**config.mk**
```make
export PLATFORM = sky130hd
export DESIGN_NAME = reset_strap_config_select
export DESIGN_NICKNAME = d
export VERILOG_FILES = /design/src/common/strap_pkg.sv /design/src/design/reset_strap_config_select.sv /design/src/design/gpio_sync.sv /design/src/design/strap_decode.sv
export SDC_FILE = /design/constraint.sdc
export NUM_CORES = 1
export LEC_CHECK = 0
export BUFFER_PORTS_ARGS = -buffer_cell sky130_fd_sc_hd__buf_2
export CORE_MARGIN = 2
export CORE_UTILIZATION = 39
export CTS_BUF_LIST = sky130_fd_sc_hd__clkbuf_4
export DETAILED_ROUTE_END_ITERATION = 10
export HOLD_SLACK_MARGIN = 0.03
export PLACE_DENSITY = 0.63
export REMOVE_ABC_BUFFERS = 1
export SLEW_MARGIN = 20
export SYNTH_ARGS = -nofsm -noshare
export SYNTH_HDL_FRONTEND = slang
export SYNTH_HIERARCHICAL = 1
export SYNTH_SLANG_ARGS = --single-unit
export TNS_END_PERCENT = 20
```
**constraint.sdc**
```tcl
create_clock -name clk_sys -period 4.4 [get_ports clk_sys]
set_input_delay 0 -clock clk_sys [delete_from_list [all_inputs] [get_ports clk_sys]]
set_output_delay 0 -clock clk_sys [all_outputs]
set_load 0.01 [all_outputs]
```
**src/common/strap_pkg.sv**
```systemverilog
// What this block does
// - Capture all GPIO levels at master reset release
// - GPIO 9 low SPI, high I2C
// - Derived settings stay writable by software later
// - Address strap sets A2 only in I2C
// - Highest indexed address strap GPIO wins
// - EEPROM-disable high skips EEPROM search
// - Several EEPROM-disable GPIOs are ORed together
// - No select GPIOs: GPIO 3..0 form index
// - Pulled-up default pins select configuration 15
// - Select GPIOs packed lowest index as LSB
// - Fewer than four selects: upper bits zero
// - More than four selects widen the index
// - Index ignored on unprogrammed parts
// - Defaults: clock outputs off, GPIOs inputs
// - Bring up regulators, clocks, PLL calibrate, lock
// - Bad checksum leaves registers at defaults
package strap_pkg;

    // Pin counts
    localparam int GPIO_COUNT     = 10;
    localparam int CFG_IDX_W      = GPIO_COUNT;
    localparam int DFLT_SEL_BITS  = 4;
    localparam int NUM_CLK_OUT    = 8;
    localparam int AUX_PROTO_GPIO = 9;
    localparam int HOLD_HIGH_GPIO = 8;

    // Regulator settle wait, least time rounded up
    localparam int CLK_PERIOD_PS  = 4000;
    localparam int REG_SETTLE_NS  = 100;
    localparam int REG_SETTLE_CYC = (REG_SETTLE_NS * 1000 + CLK_PERIOD_PS - 1) / CLK_PERIOD_PS;
    localparam int SETTLE_W       = 8;

    // Role that the device information block gives each GPIO
    typedef enum logic [1:0] {
        ROLE_NONE,
        ROLE_ADDR_A2,
        ROLE_EEPROM_DIS,
        ROLE_CFG_SEL
    } gpio_role_e;

    // Settings derived from the straps
    typedef struct packed {
        logic                 aux_i2c;
        logic                 addr_a2;
        logic                 eeprom_skip;
        logic [CFG_IDX_W-1:0] cfg_index;
    } strap_cfg_s;

    // Settings that a stored configuration may load
    typedef struct packed {
        logic [NUM_CLK_OUT-1:0] clk_out_en;
        logic [GPIO_COUNT-1:0]  gpio_out_mode;
    } dev_cfg_s;

    // Reset values
    localparam strap_cfg_s STRAP_RESET = '0;
    localparam dev_cfg_s   DEV_RESET   = '0;

endpackage

```
**src/design/reset_strap_config_select.sv**
```systemverilog
`timescale 1ns/100ps
module reset_strap_config_select
    import strap_pkg::*;
(
    // Clock, reset, enable
    input  wire logic                  clk_sys,
    input  wire logic                  resetn,
    input  wire logic                  ce,
    // Device pins
    input  wire logic                  master_reset_low,
    input  wire logic [GPIO_COUNT-1:0] gpio_in,
    // Device information block
    input  gpio_role_e [GPIO_COUNT-1:0] role_map,
    input  wire logic                  otp_programmed,
    // Stored configuration loader
    output logic                       otp_load_req,
    output logic [CFG_IDX_W-1:0]       otp_index,
    input  wire logic                  otp_load_done,
    input  wire logic                  otp_checksum_ok,
    input  dev_cfg_s                   otp_cfg,
    // External EEPROM search
    output logic                       eeprom_search_req,
    input  wire logic                  eeprom_search_done,
    // Bring-up controls
    output logic                       regulator_en,
    output logic                       int_clk_en,
    output logic                       pll_cal_start,
    input  wire logic                  pll_cal_done,
    input  wire logic                  pll_locked,
    // Software overwrite
    input  wire logic                  sw_strap_we,
    input  strap_cfg_s                 sw_strap,
    input  wire logic                  sw_dev_we,
    input  dev_cfg_s                   sw_dev,
    // Status and settings
    output strap_cfg_s                 strap_cfg,
    output dev_cfg_s                   dev_cfg,
    output logic [GPIO_COUNT-1:0]      captured_gpio,
    output logic                       cfg_loaded,
    output logic                       hold_pin_fault,
    output logic                       startup_done
);

    // Start-up sequence
    typedef enum logic [3:0] {
        ST_IN_RESET,
        ST_CAPTURE,
        ST_REG_UP,
        ST_CLK_UP,
        ST_PLL_CAL,
        ST_PLL_LOCK,
        ST_OTP_LOAD,
        ST_EEPROM,
        ST_READY
    } seq_state_e;

    logic [GPIO_COUNT-1:0] gpio_s;        // Synchronised pins
    logic                  nmr_s;         // Synchronised master reset
    logic                  nmr_d_reg;     // Delayed copy for edge detect
    logic                  nmr_rise;      // Release of master reset
    strap_cfg_s            decoded;       // Decode of captured levels

    seq_state_e            state_reg, state_next;
    logic [SETTLE_W-1:0]   cnt_reg, cnt_next;
    logic [GPIO_COUNT-1:0] cap_reg, cap_next;
    strap_cfg_s            strap_reg, strap_next;
    dev_cfg_s              dev_reg, dev_next;
    logic                  otp_req_reg, otp_req_next;
    logic                  ee_req_reg, ee_req_next;
    logic                  reg_en_reg, reg_en_next;
    logic                  clk_en_reg, clk_en_next;
    logic                  cal_reg, cal_next;
    logic                  loaded_reg, loaded_next;
    logic                  fault_reg, fault_next;
    logic                  done_reg, done_next;

    // Pins come from outside the clock domain
    gpio_sync #(.W(GPIO_COUNT + 1)) u_sync (
        .clk_sys  (clk_sys),
        .resetn   (resetn),
        .ce       (ce),
        .async_in ({master_reset_low, gpio_in}),
        .sync_out ({nmr_s, gpio_s})
    );

    // Turns captured levels into settings
    strap_decode u_decode (
        .captured (cap_reg),
        .role_map (role_map),
        .decoded  (decoded)
    );

    assign nmr_rise = nmr_s & ~nmr_d_reg;

    // Sequence, capture and derived settings
    always_comb
    begin
        state_next   = state_reg;
        cnt_next     = cnt_reg;
        cap_next     = cap_reg;
        strap_next   = strap_reg;
        dev_next     = dev_reg;
        otp_req_next = 1'b0;
        ee_req_next  = ee_req_reg;
        reg_en_next  = reg_en_reg;
        clk_en_next  = clk_en_reg;
        cal_next     = 1'b0;
        loaded_next  = loaded_reg;
        fault_next   = fault_reg;
        done_next    = done_reg;
        if (!nmr_s)
        begin
            // Master reset held: settings and bring-up controls back to defaults; captured pins and fault flag kept
            state_next  = ST_IN_RESET;
            strap_next  = STRAP_RESET;
            dev_next    = DEV_RESET;
            ee_req_next = 1'b0;
            reg_en_next = 1'b0;
            clk_en_next = 1'b0;
            loaded_next = 1'b0;
            done_next   = 1'b0;
            // Low on the hold-high pin during reset is reported only
            if (!gpio_s[HOLD_HIGH_GPIO])
            begin
                fault_next = 1'b1;
            end
        end
        else
        begin
            case (state_reg)
                ST_IN_RESET:
                begin
                    if (nmr_rise)
                    begin
                        cap_next   = gpio_s;
                        state_next = ST_CAPTURE;
                    end
                end
                ST_CAPTURE:
                begin
                    strap_next  = decoded;
                    fault_next  = fault_reg;
                    reg_en_next = 1'b1;
                    cnt_next    = SETTLE_W'(REG_SETTLE_CYC);
                    state_next  = ST_REG_UP;
                end
                ST_REG_UP:
                begin
                    // Clocks wait for the regulators to settle
                    if (cnt_reg == '0)
                    begin
                        clk_en_next = 1'b1;
                        state_next  = ST_CLK_UP;
                    end
                    else
                    begin
                        cnt_next = cnt_reg - 1'b1;
                    end
                end
                ST_CLK_UP:
                begin
                    cal_next   = 1'b1;
                    state_next = ST_PLL_CAL;
                end
                ST_PLL_CAL:
                begin
                    if (pll_cal_done)
                    begin
                        state_next = ST_PLL_LOCK;
                    end
                end
                ST_PLL_LOCK:
                begin
                    if (pll_locked)
                    begin
                        // Blank parts hold no configurations to pick from
                        if (otp_programmed)
                        begin
                            otp_req_next = 1'b1;
                            state_next   = ST_OTP_LOAD;
                        end
                        else if (!strap_reg.eeprom_skip)
                        begin
                            ee_req_next = 1'b1;
                            state_next  = ST_EEPROM;
                        end
                        else
                        begin
                            state_next = ST_READY;
                        end
                    end
                end
                ST_OTP_LOAD:
                begin
                    if (otp_load_done)
                    begin
                        // A bad image is dropped whole, defaults stay
                        if (otp_checksum_ok)
                        begin
                            dev_next    = otp_cfg;
                            loaded_next = 1'b1;
                        end
                        if (!strap_reg.eeprom_skip)
                        begin
                            ee_req_next = 1'b1;
                            state_next  = ST_EEPROM;
                        end
                        else
                        begin
                            state_next = ST_READY;
                        end
                    end
                end
                ST_EEPROM:
                begin
                    if (eeprom_search_done)
                    begin
                        ee_req_next = 1'b0;
                        state_next  = ST_READY;
                    end
                end
                ST_READY:
                begin
                    done_next = 1'b1;
                    // Software may replace any derived setting
                    if (sw_strap_we)
                    begin
                        strap_next = sw_strap;
                    end
                    if (sw_dev_we)
                    begin
                        dev_next = sw_dev;
                    end
                end
                default:
                begin
                    state_next = ST_IN_RESET;
                end
            endcase
        end
    end

    // Registers; all state freezes while the enable is low
    always_ff @(posedge clk_sys or negedge resetn)
    begin
        if (!resetn)
        begin
            nmr_d_reg   <= 1'b0;
            state_reg   <= ST_IN_RESET;
            cnt_reg     <= '0;
            cap_reg     <= '0;
            strap_reg   <= STRAP_RESET;
            dev_reg     <= DEV_RESET;
            otp_req_reg <= 1'b0;
            ee_req_reg  <= 1'b0;
            reg_en_reg  <= 1'b0;
            clk_en_reg  <= 1'b0;
            cal_reg     <= 1'b0;
            loaded_reg  <= 1'b0;
            fault_reg   <= 1'b0;
            done_reg    <= 1'b0;
        end
        else if (ce)
        begin
            nmr_d_reg   <= nmr_s;
            state_reg   <= state_next;
            cnt_reg     <= cnt_next;
            cap_reg     <= cap_next;
            strap_reg   <= strap_next;
            dev_reg     <= dev_next;
            otp_req_reg <= otp_req_next;
            ee_req_reg  <= ee_req_next;
            reg_en_reg  <= reg_en_next;
            clk_en_reg  <= clk_en_next;
            cal_reg     <= cal_next;
            loaded_reg  <= loaded_next;
            fault_reg   <= fault_next;
            done_reg    <= done_next;
        end
    end

    // Outputs straight from flip-flops
    assign otp_load_req      = otp_req_reg;
    assign otp_index         = strap_reg.cfg_index;
    assign eeprom_search_req = ee_req_reg;
    assign regulator_en      = reg_en_reg;
    assign int_clk_en        = clk_en_reg;
    assign pll_cal_start     = cal_reg;
    assign strap_cfg         = strap_reg;
    assign dev_cfg           = dev_reg;
    assign captured_gpio     = cap_reg;
    assign cfg_loaded        = loaded_reg;
    assign hold_pin_fault    = fault_reg;
    assign startup_done      = done_reg;
endmodule

```
**src/design/gpio_sync.sv**
```systemverilog
`timescale 1ns/100ps
module gpio_sync
    import strap_pkg::*;
#(
    parameter int W = 1
)
(
    // Clock and reset
    input  wire logic         clk_sys,
    input  wire logic         resetn,
    input  wire logic         ce,
    // Asynchronous levels in, synchronous levels out
    input  wire logic [W-1:0] async_in,
    output logic      [W-1:0] sync_out
);

    logic [W-1:0] meta_reg;   // First stage, read only by the second
    logic [W-1:0] meta_next;
    logic [W-1:0] sync_reg;   // Second stage, safe to use
    logic [W-1:0] sync_next;

    // Next values; both stages freeze with the clock enable
    always_comb
    begin
        meta_next = ce ? async_in : meta_reg;
        sync_next = ce ? meta_reg : sync_reg;
    end

    // Pulled-up pins are assumed high at power-on
    always_ff @(posedge clk_sys or negedge resetn)
    begin
        if (!resetn)
        begin
            meta_reg <= '1;
            sync_reg <= '1;
        end
        else
        begin
            meta_reg <= meta_next;
            sync_reg <= sync_next;
        end
    end

    assign sync_out = sync_reg;

endmodule

```
**src/design/strap_decode.sv**
```systemverilog
`timescale 1ns/100ps
module strap_decode
    import strap_pkg::*;
(
    // Captured pin levels and roles of each pin
    input  wire logic [GPIO_COUNT-1:0] captured,
    input  gpio_role_e [GPIO_COUNT-1:0] role_map,
    // Decoded settings
    output strap_cfg_s                 decoded
);

    logic                 a2_val;     // Address strap level
    logic                 skip_val;   // OR of all EEPROM-disable pins
    logic                 any_sel;    // At least one select pin assigned
    logic [CFG_IDX_W-1:0] idx_val;    // Packed select index
    int                   pos;        // Next free index bit

    // Walk pins upward so later (higher) address straps overwrite
    always_comb
    begin
        a2_val   = 1'b0;
        skip_val = 1'b0;
        any_sel  = 1'b0;
        idx_val  = '0;
        pos      = 0;
        for (int i = 0; i < GPIO_COUNT; i++)
        begin
            case (role_map[i])
                ROLE_ADDR_A2:    a2_val = captured[i];
                ROLE_EEPROM_DIS: skip_val = skip_val | captured[i];
                ROLE_CFG_SEL:
                begin
                    // Non-consecutive pins pack from the LSB upward
                    idx_val[pos] = captured[i];
                    pos          = pos + 1;
                    any_sel      = 1'b1;
                end
                default: ;
            endcase
        end
        // No select pins: fall back to the low four, all high gives 15
        if (!any_sel)
        begin
            idx_val = {{(CFG_IDX_W - DFLT_SEL_BITS){1'b0}},
                       captured[DFLT_SEL_BITS-1:0]};
        end
        decoded.aux_i2c     = captured[AUX_PROTO_GPIO];
        decoded.addr_a2     = a2_val & captured[AUX_PROTO_GPIO];
        decoded.eeprom_skip = skip_val;
        decoded.cfg_index   = idx_val;
    end

endmodule

```
---- Yosys cells after proc, flatten, opt, wreduce, memory -nomap -nowiden ----
Index checks and enable logic that the tools add are counted.
word-level totals
  flip-flop bits (word level) ............. 84
  input port bits ......................... 91
  logic and storage cells ................. 265
  output and inout bits ................... 59
operators by class
  bitwise operators ....................... 14
  $lt $le $gt $ge ......................... 18
  equal/unequal tests ..................... 60
  multiplexer cells ....................... 121
  add/subtract/negate cells ............... 9
  reduce and logical (&&, ||, !) cells .... 23
operators by type and width
  cell                                                                     number
  32-bit by 1-bit >= comparator with 1-bit output (second input constant)  8
  32-bit by 6-bit < comparator with 1-bit output (second input constant)   8
  32-bit two-way mux                                                       8
  32-bit by 2-bit adder with 32-bit output (second input constant)         7
  10-bit two-way mux                                                       10
  10-bit bitwise mux                                                       9
  18-bit two-way mux                                                       4
  1-bit two-way mux                                                        64
  2-bit == test (second input constant)                                    20
  1-bit demux with 4-bit select                                            9
  4-bit two-way mux                                                        9
  3-bit inequality test (second input constant)                            12
  18-bit one-hot mux with 2 select lines                                   1
  4-bit one-hot mux with 9 select lines                                    1
  13-bit two-way mux                                                       2
  13-bit one-hot mux with 2 select lines                                   1
  2-bit by 1-bit == test with 1-bit output (second input constant)         10
  2-bit inequality test (second input constant)                            9
  4-bit by 3-bit == test with 1-bit output (second input constant)         4
  8-bit one-hot mux with 2 select lines                                    1
  4-bit AND reduction                                                      3
  1-bit logical AND                                                        9
  1-bit OR                                                                 9
  3-bit AND reduction                                                      3
  other kinds (19)                                                         24

---- Logic depth before layout (Yosys ltp) ----
  depth in word-level cells ............... 27
  depth in mapped cells ................... 30
  gate-level depth less buffers ........... 29

---- Hierarchy ----
Netlist, hierarchy kept.
modules (own cells, without submodules)
  module                     area an instance (um^2)  seq. area each (um^2)  instances  cells an instance
  reset_strap_config_select  3224.3                   1551.5                 1          293
  strap_decode               3171.8                   0.0                    1          434
  gpio_sync                  848.3                    578.1                  1          46

---- Worst setup path before layout ----
No wires, ideal clock.
  kind .................................... input-to-reg
  start point ............................. input role_map[5] (netlist name)
  end point ............................... register strap_reg (netlist bit otp_index[6])
  setup time .............................. 0.083 ns
  arrival time ............................ 5.494 ns
  path slack .............................. -1.177 ns
  required time ........................... 4.317 ns
  cell stages on the path ................. 25
  path buffers ............................ 1
  cells stage by stage .................... buf_4 > and2_1 > fa_1 > ha_1 > o21a_1 > ha_1 > nand3_1 > o311a_1 > ha_1 > nor2_1 > a21oi_1 > inv_1 > ha_1 > mux2i_1 > ha_1 > nor2_1 > a21o_1 > ha_1 > a21oi_1 > or2_2 > or3_1 > or3_1 > a211oi_2 > a22oi_1 > o21ai_0
RTL lines
  what                    RTL line                          source
  start: declaration      reset_strap_config_select.sv:13   input gpio_role_e [GPIO_COUNT-1:0] role_map,
  end signal: assignment  reset_strap_config_select.sv:269  strap_reg <= strap_next;
  end: declaration        reset_strap_config_select.sv:66   strap_cfg_s strap_reg, strap_next;

==> impl_metrics.toml <==
[timing]
worstMarginPinSlew_ns = 0.778
setup_tns_ns = -0.457
fin_hold_ws_ns = 0.0904
finalClockSkew_ns = 0.0220
finalSetupViolCount = 7
fin_crit_sh = 1.03
max-slew-margin-rel = 0.481
final.min_clock_period_ns = 4.52
rsz0062_at_grt = "yes"
final.setup.worst_slack_ns = -0.117
finalMaxSlewViolations = 0
clock.fmax_mhz = 221
hold_viol = 0

[power]
p_seq_frac = 0.366
leakage_nw = 4.56
netSwitchingFraction = 0.429
clkPwrFrac = 0.138
ir_drop_mv = 0.396
combPwrFrac = 0.497
switching_power_mw = 1.54
power.density_nw_per_um2 = 360
total_power_mw = 3.58
internal_power_mw = 2.04

[grt]
gr-total-overflow = 0
track_usage = 0.229
grt_max_degree = 85
antenna_found_initial = 0
grt_pass1_vias = 7088
grt_pass1_wl_um = 36400

[layout]
drive_gt1_frac = 0.419
nets = 1168
diodes = 0
area_growth_pct = 37.2
fillers = 1585
largest_reg_flops = 18

[floorplanning]
num_rows = 49
die_w_um = 140
die_area_um2 = 19700
core_area_um2 = 18100
num_io_pins = 150
fp.dieH_um = 140
start_util = 0.401

[clock_network]
cts_tree = "built"
insertion_delay_ns = 0.47
numCtsBuffers = 9
clockBufferDepth = 2
htreeDepth = 3
clkTransAtPathRegs_ns = 0.15
cts.sinks = 84
cts_root_buf = "clkbuf_4"

[worst_setup_path]
cp_max_fo = 3
path_class = "in -> reg"
worstPathRequired_ns = 4.81
start_kind = "input port"
cp-end-kind = "flip-flop"
worstPathArrival_ns = 4.92
worstRegToRegCells = 12

[yosys]
synth_area_per_cell_um2 = 9.37
synth_area_um2 = 7240
yosysSeqAreaShare = 0.294
ys.flop_type = "dfrtp_1"
ys_types = 89
synth_edf_count = 0
synthCells = 773
ys_warn_count = 6
synth-seq-cells = 84
synth_async_sr_flop_share = 1.00

[detailed_routing]
drtIter0Drc = 410
dr.pass1.iters = 5
vias = 7129
drc = 0
wire_per_inst_um = 17.6
wl_um = 22600
viasPerCell = 5.55
final_antenna_net_count = 0

[placement]
dpl.hpwl_um = 16500
io_buffers = 149
routabilityCongestion = 0.958

[run_status]
status = "finished with violations"
violations = "setup timing"

[worst_hold_path]
hp-class = "in -> async"

[flow_run]
max-cap-violations = 0
final cells by class:
type	instances	area (µm²)	area share
well taps	229	287	0.0288
multi-input cells	604	5000	0.503
clock inverters	7	93.8	0.00944
repair buffers	322	2250	0.227
flip-flops and latches	84	2130	0.214
clock buffers	9	67.6	0.00680
inverters	29	109	0.0110
power groups by stage:
stage	Combinational (mW)	Clock, mW	Sequential [mW]
5_1_grt	1.94	0.539	1.35
3_3_place_gp	1.50	0	1.31
2_1_floorplan	0.864	0	1.28
6_report	1.78	0.493	1.31
4_1_cts	1.69	0.513	1.30
3_5_place_dp	1.51	0	1.32
what timing repair did:
item                                    CTS  global route
endpoints found under the setup margin   10            10
gates resized for setup                  40            37
hold endpoints to repair                108             0
pin swaps                                17            24
setup buffers                            12             1
hold buffers                             66             0
cell families (layout without fill, tap and decap cells):
family          Yosys count  after routing  synth area share
simple gates            272            272             0.204
mux                     107            107             0.164
xor+xnor                 25             25            0.0475
compound gates          173            173             0.179
fa+ha+maj                27             27            0.0477
buf+inv                  85            367            0.0637
flops                    84             84             0.294
worst paths after layout:
check                                 startpoint              to  slack, ns
worst max-delay path                 role_map[4]    otp_index[6]      -0.12
worst min-delay path                      resetn    state_reg[1]       0.09
worst max register to register  captured_gpio[0]   strap_cfg[11]       1.65
worst min register to register    hold_pin_fault  hold_pin_fault       0.50
max in group asynchronous                 resetn    otp_index[3]       3.73
min in group clk_sys                   sw_dev_we      dev_cfg[4]       0.09
per-stage QoR:
step / util / worst slack, ns / cells / instance area (µm²)
after detailed placement: 0.477 / -1.08 / 1188 / 8630
after CTS: 0.538 / -0.134 / 1282 / 9740
after global placement: 0.477 / -0.968 / 1188 / 8630
final: 0.549 / -0.117 / 1284 / 9940
after global routing: 0.549 / -0.335 / 1284 / 9940
after floorplan: - / -1.34 / 717 / 6890
synth_stat cells (4+ instances only):
library cell,instances,area share
nand2_1,63,0.033
dfrtp_1,62,0.21
mux2_2,51,0.079
mux2i_1,43,0.059
nor2_1,41,0.021
o21ai_0,34,0.023
nand3_1,31,0.021
inv_1,27,0.014
ha_1,26,0.045
nor3_1,25,0.017
a21oi_1,24,0.017
nand4_1,23,0.020
dfstp_2,22,0.080
a22o_1,20,0.024
buf_4,20,0.021
buf_2,17,0.012
and2_1,15,0.013
a22oi_1,14,0.015
clkbuf_1,14,0.0073
nand2b_1,13,0.011
nand3b_1,12,0.012
and3_1,10,0.0086
mux2_4,10,0.021
xnor2_1,9,0.011
a31oi_1,7,0.0060
nor2b_1,7,0.0060
o211ai_1,7,0.0073
a41oi_1,6,0.0073
nor4_1,6,0.0052
xor2_1,6,0.0073
o2111ai_1,5,0.0060
a211oi_1,4,0.0041
buf_6,4,0.0062
o21ai_1,4,0.0028
o311a_1,4,0.0055
xnor2_2,4,0.0090
metal layers:
metal | vias to the layer above | routed length [µm] | global-route usage | share of wire
met1 | 3427 | 9870 | 0.305 | 0.44
met2 | 225 | 11100 | 0.380 | 0.49
li1 | 3428 | - | - | -
met3 | 49 | 1090 | 0.0386 | 0.048
met5 | - | 0 | 0 | 0
met4 | 0 | 602 | 0.0739 | 0.027
worst max-delay path: stages:
cell and delay, ns:
buf_6 0.09, and2_4 0.15, fa_2 0.61, ha_4 0.22, o21a_4 0.22, ha_4 0.29, nand3_4 0.08, o311a_4 0.14
ha_4 0.28, nor2_4 0.04, a21oi_4 0.14, inv_2 0.07, ha_4 0.28, mux2i_4 0.08, ha_4 0.29, nor2_2 0.03
a21o_1 0.20, ha_4 0.19, buf_6 0.12, a2111oi_4 0.31, a211o_1 0.21, nand2_2 0.10, or3_4 0.37, a211oi_2 0.19
a22oi_1 0.09, o21ai_1 0.13
placed cells by master, fill, tap and decap left out, types with 8 or more instances in the layout:
| cell type | synthesis | layout |
|---|---|---|
| buf_2 | 17 | 145 |
| buf_4 | 20 | 102 |
| dlygate4sd3_1 | 0 | 66 |
| dfrtp_1 | 62 | 62 |
| nand2_1 | 63 | 54 |
| mux2_2 | 51 | 51 |
| mux2i_1 | 43 | 42 |
| nor2_1 | 41 | 37 |
| o21ai_0 | 34 | 29 |
| nand3_1 | 31 | 29 |
| inv_1 | 27 | 24 |
| nand4_1 | 23 | 23 |
| nor3_1 | 25 | 22 |
| dfstp_2 | 22 | 22 |
| a22o_1 | 20 | 20 |
| a21oi_1 | 24 | 19 |
| ha_1 | 26 | 18 |
| a22oi_1 | 14 | 14 |
| and2_1 | 15 | 13 |
| nand2b_1 | 13 | 13 |
| nand3b_1 | 12 | 12 |
| mux2_4 | 10 | 10 |
| nand2_2 | 2 | 9 |
| clkbuf_4 | 0 | 9 |
| buf_6 | 4 | 9 |
| o21ai_1 | 4 | 8 |
| and3_1 | 10 | 8 |
(Power assumes the default switching activity.)
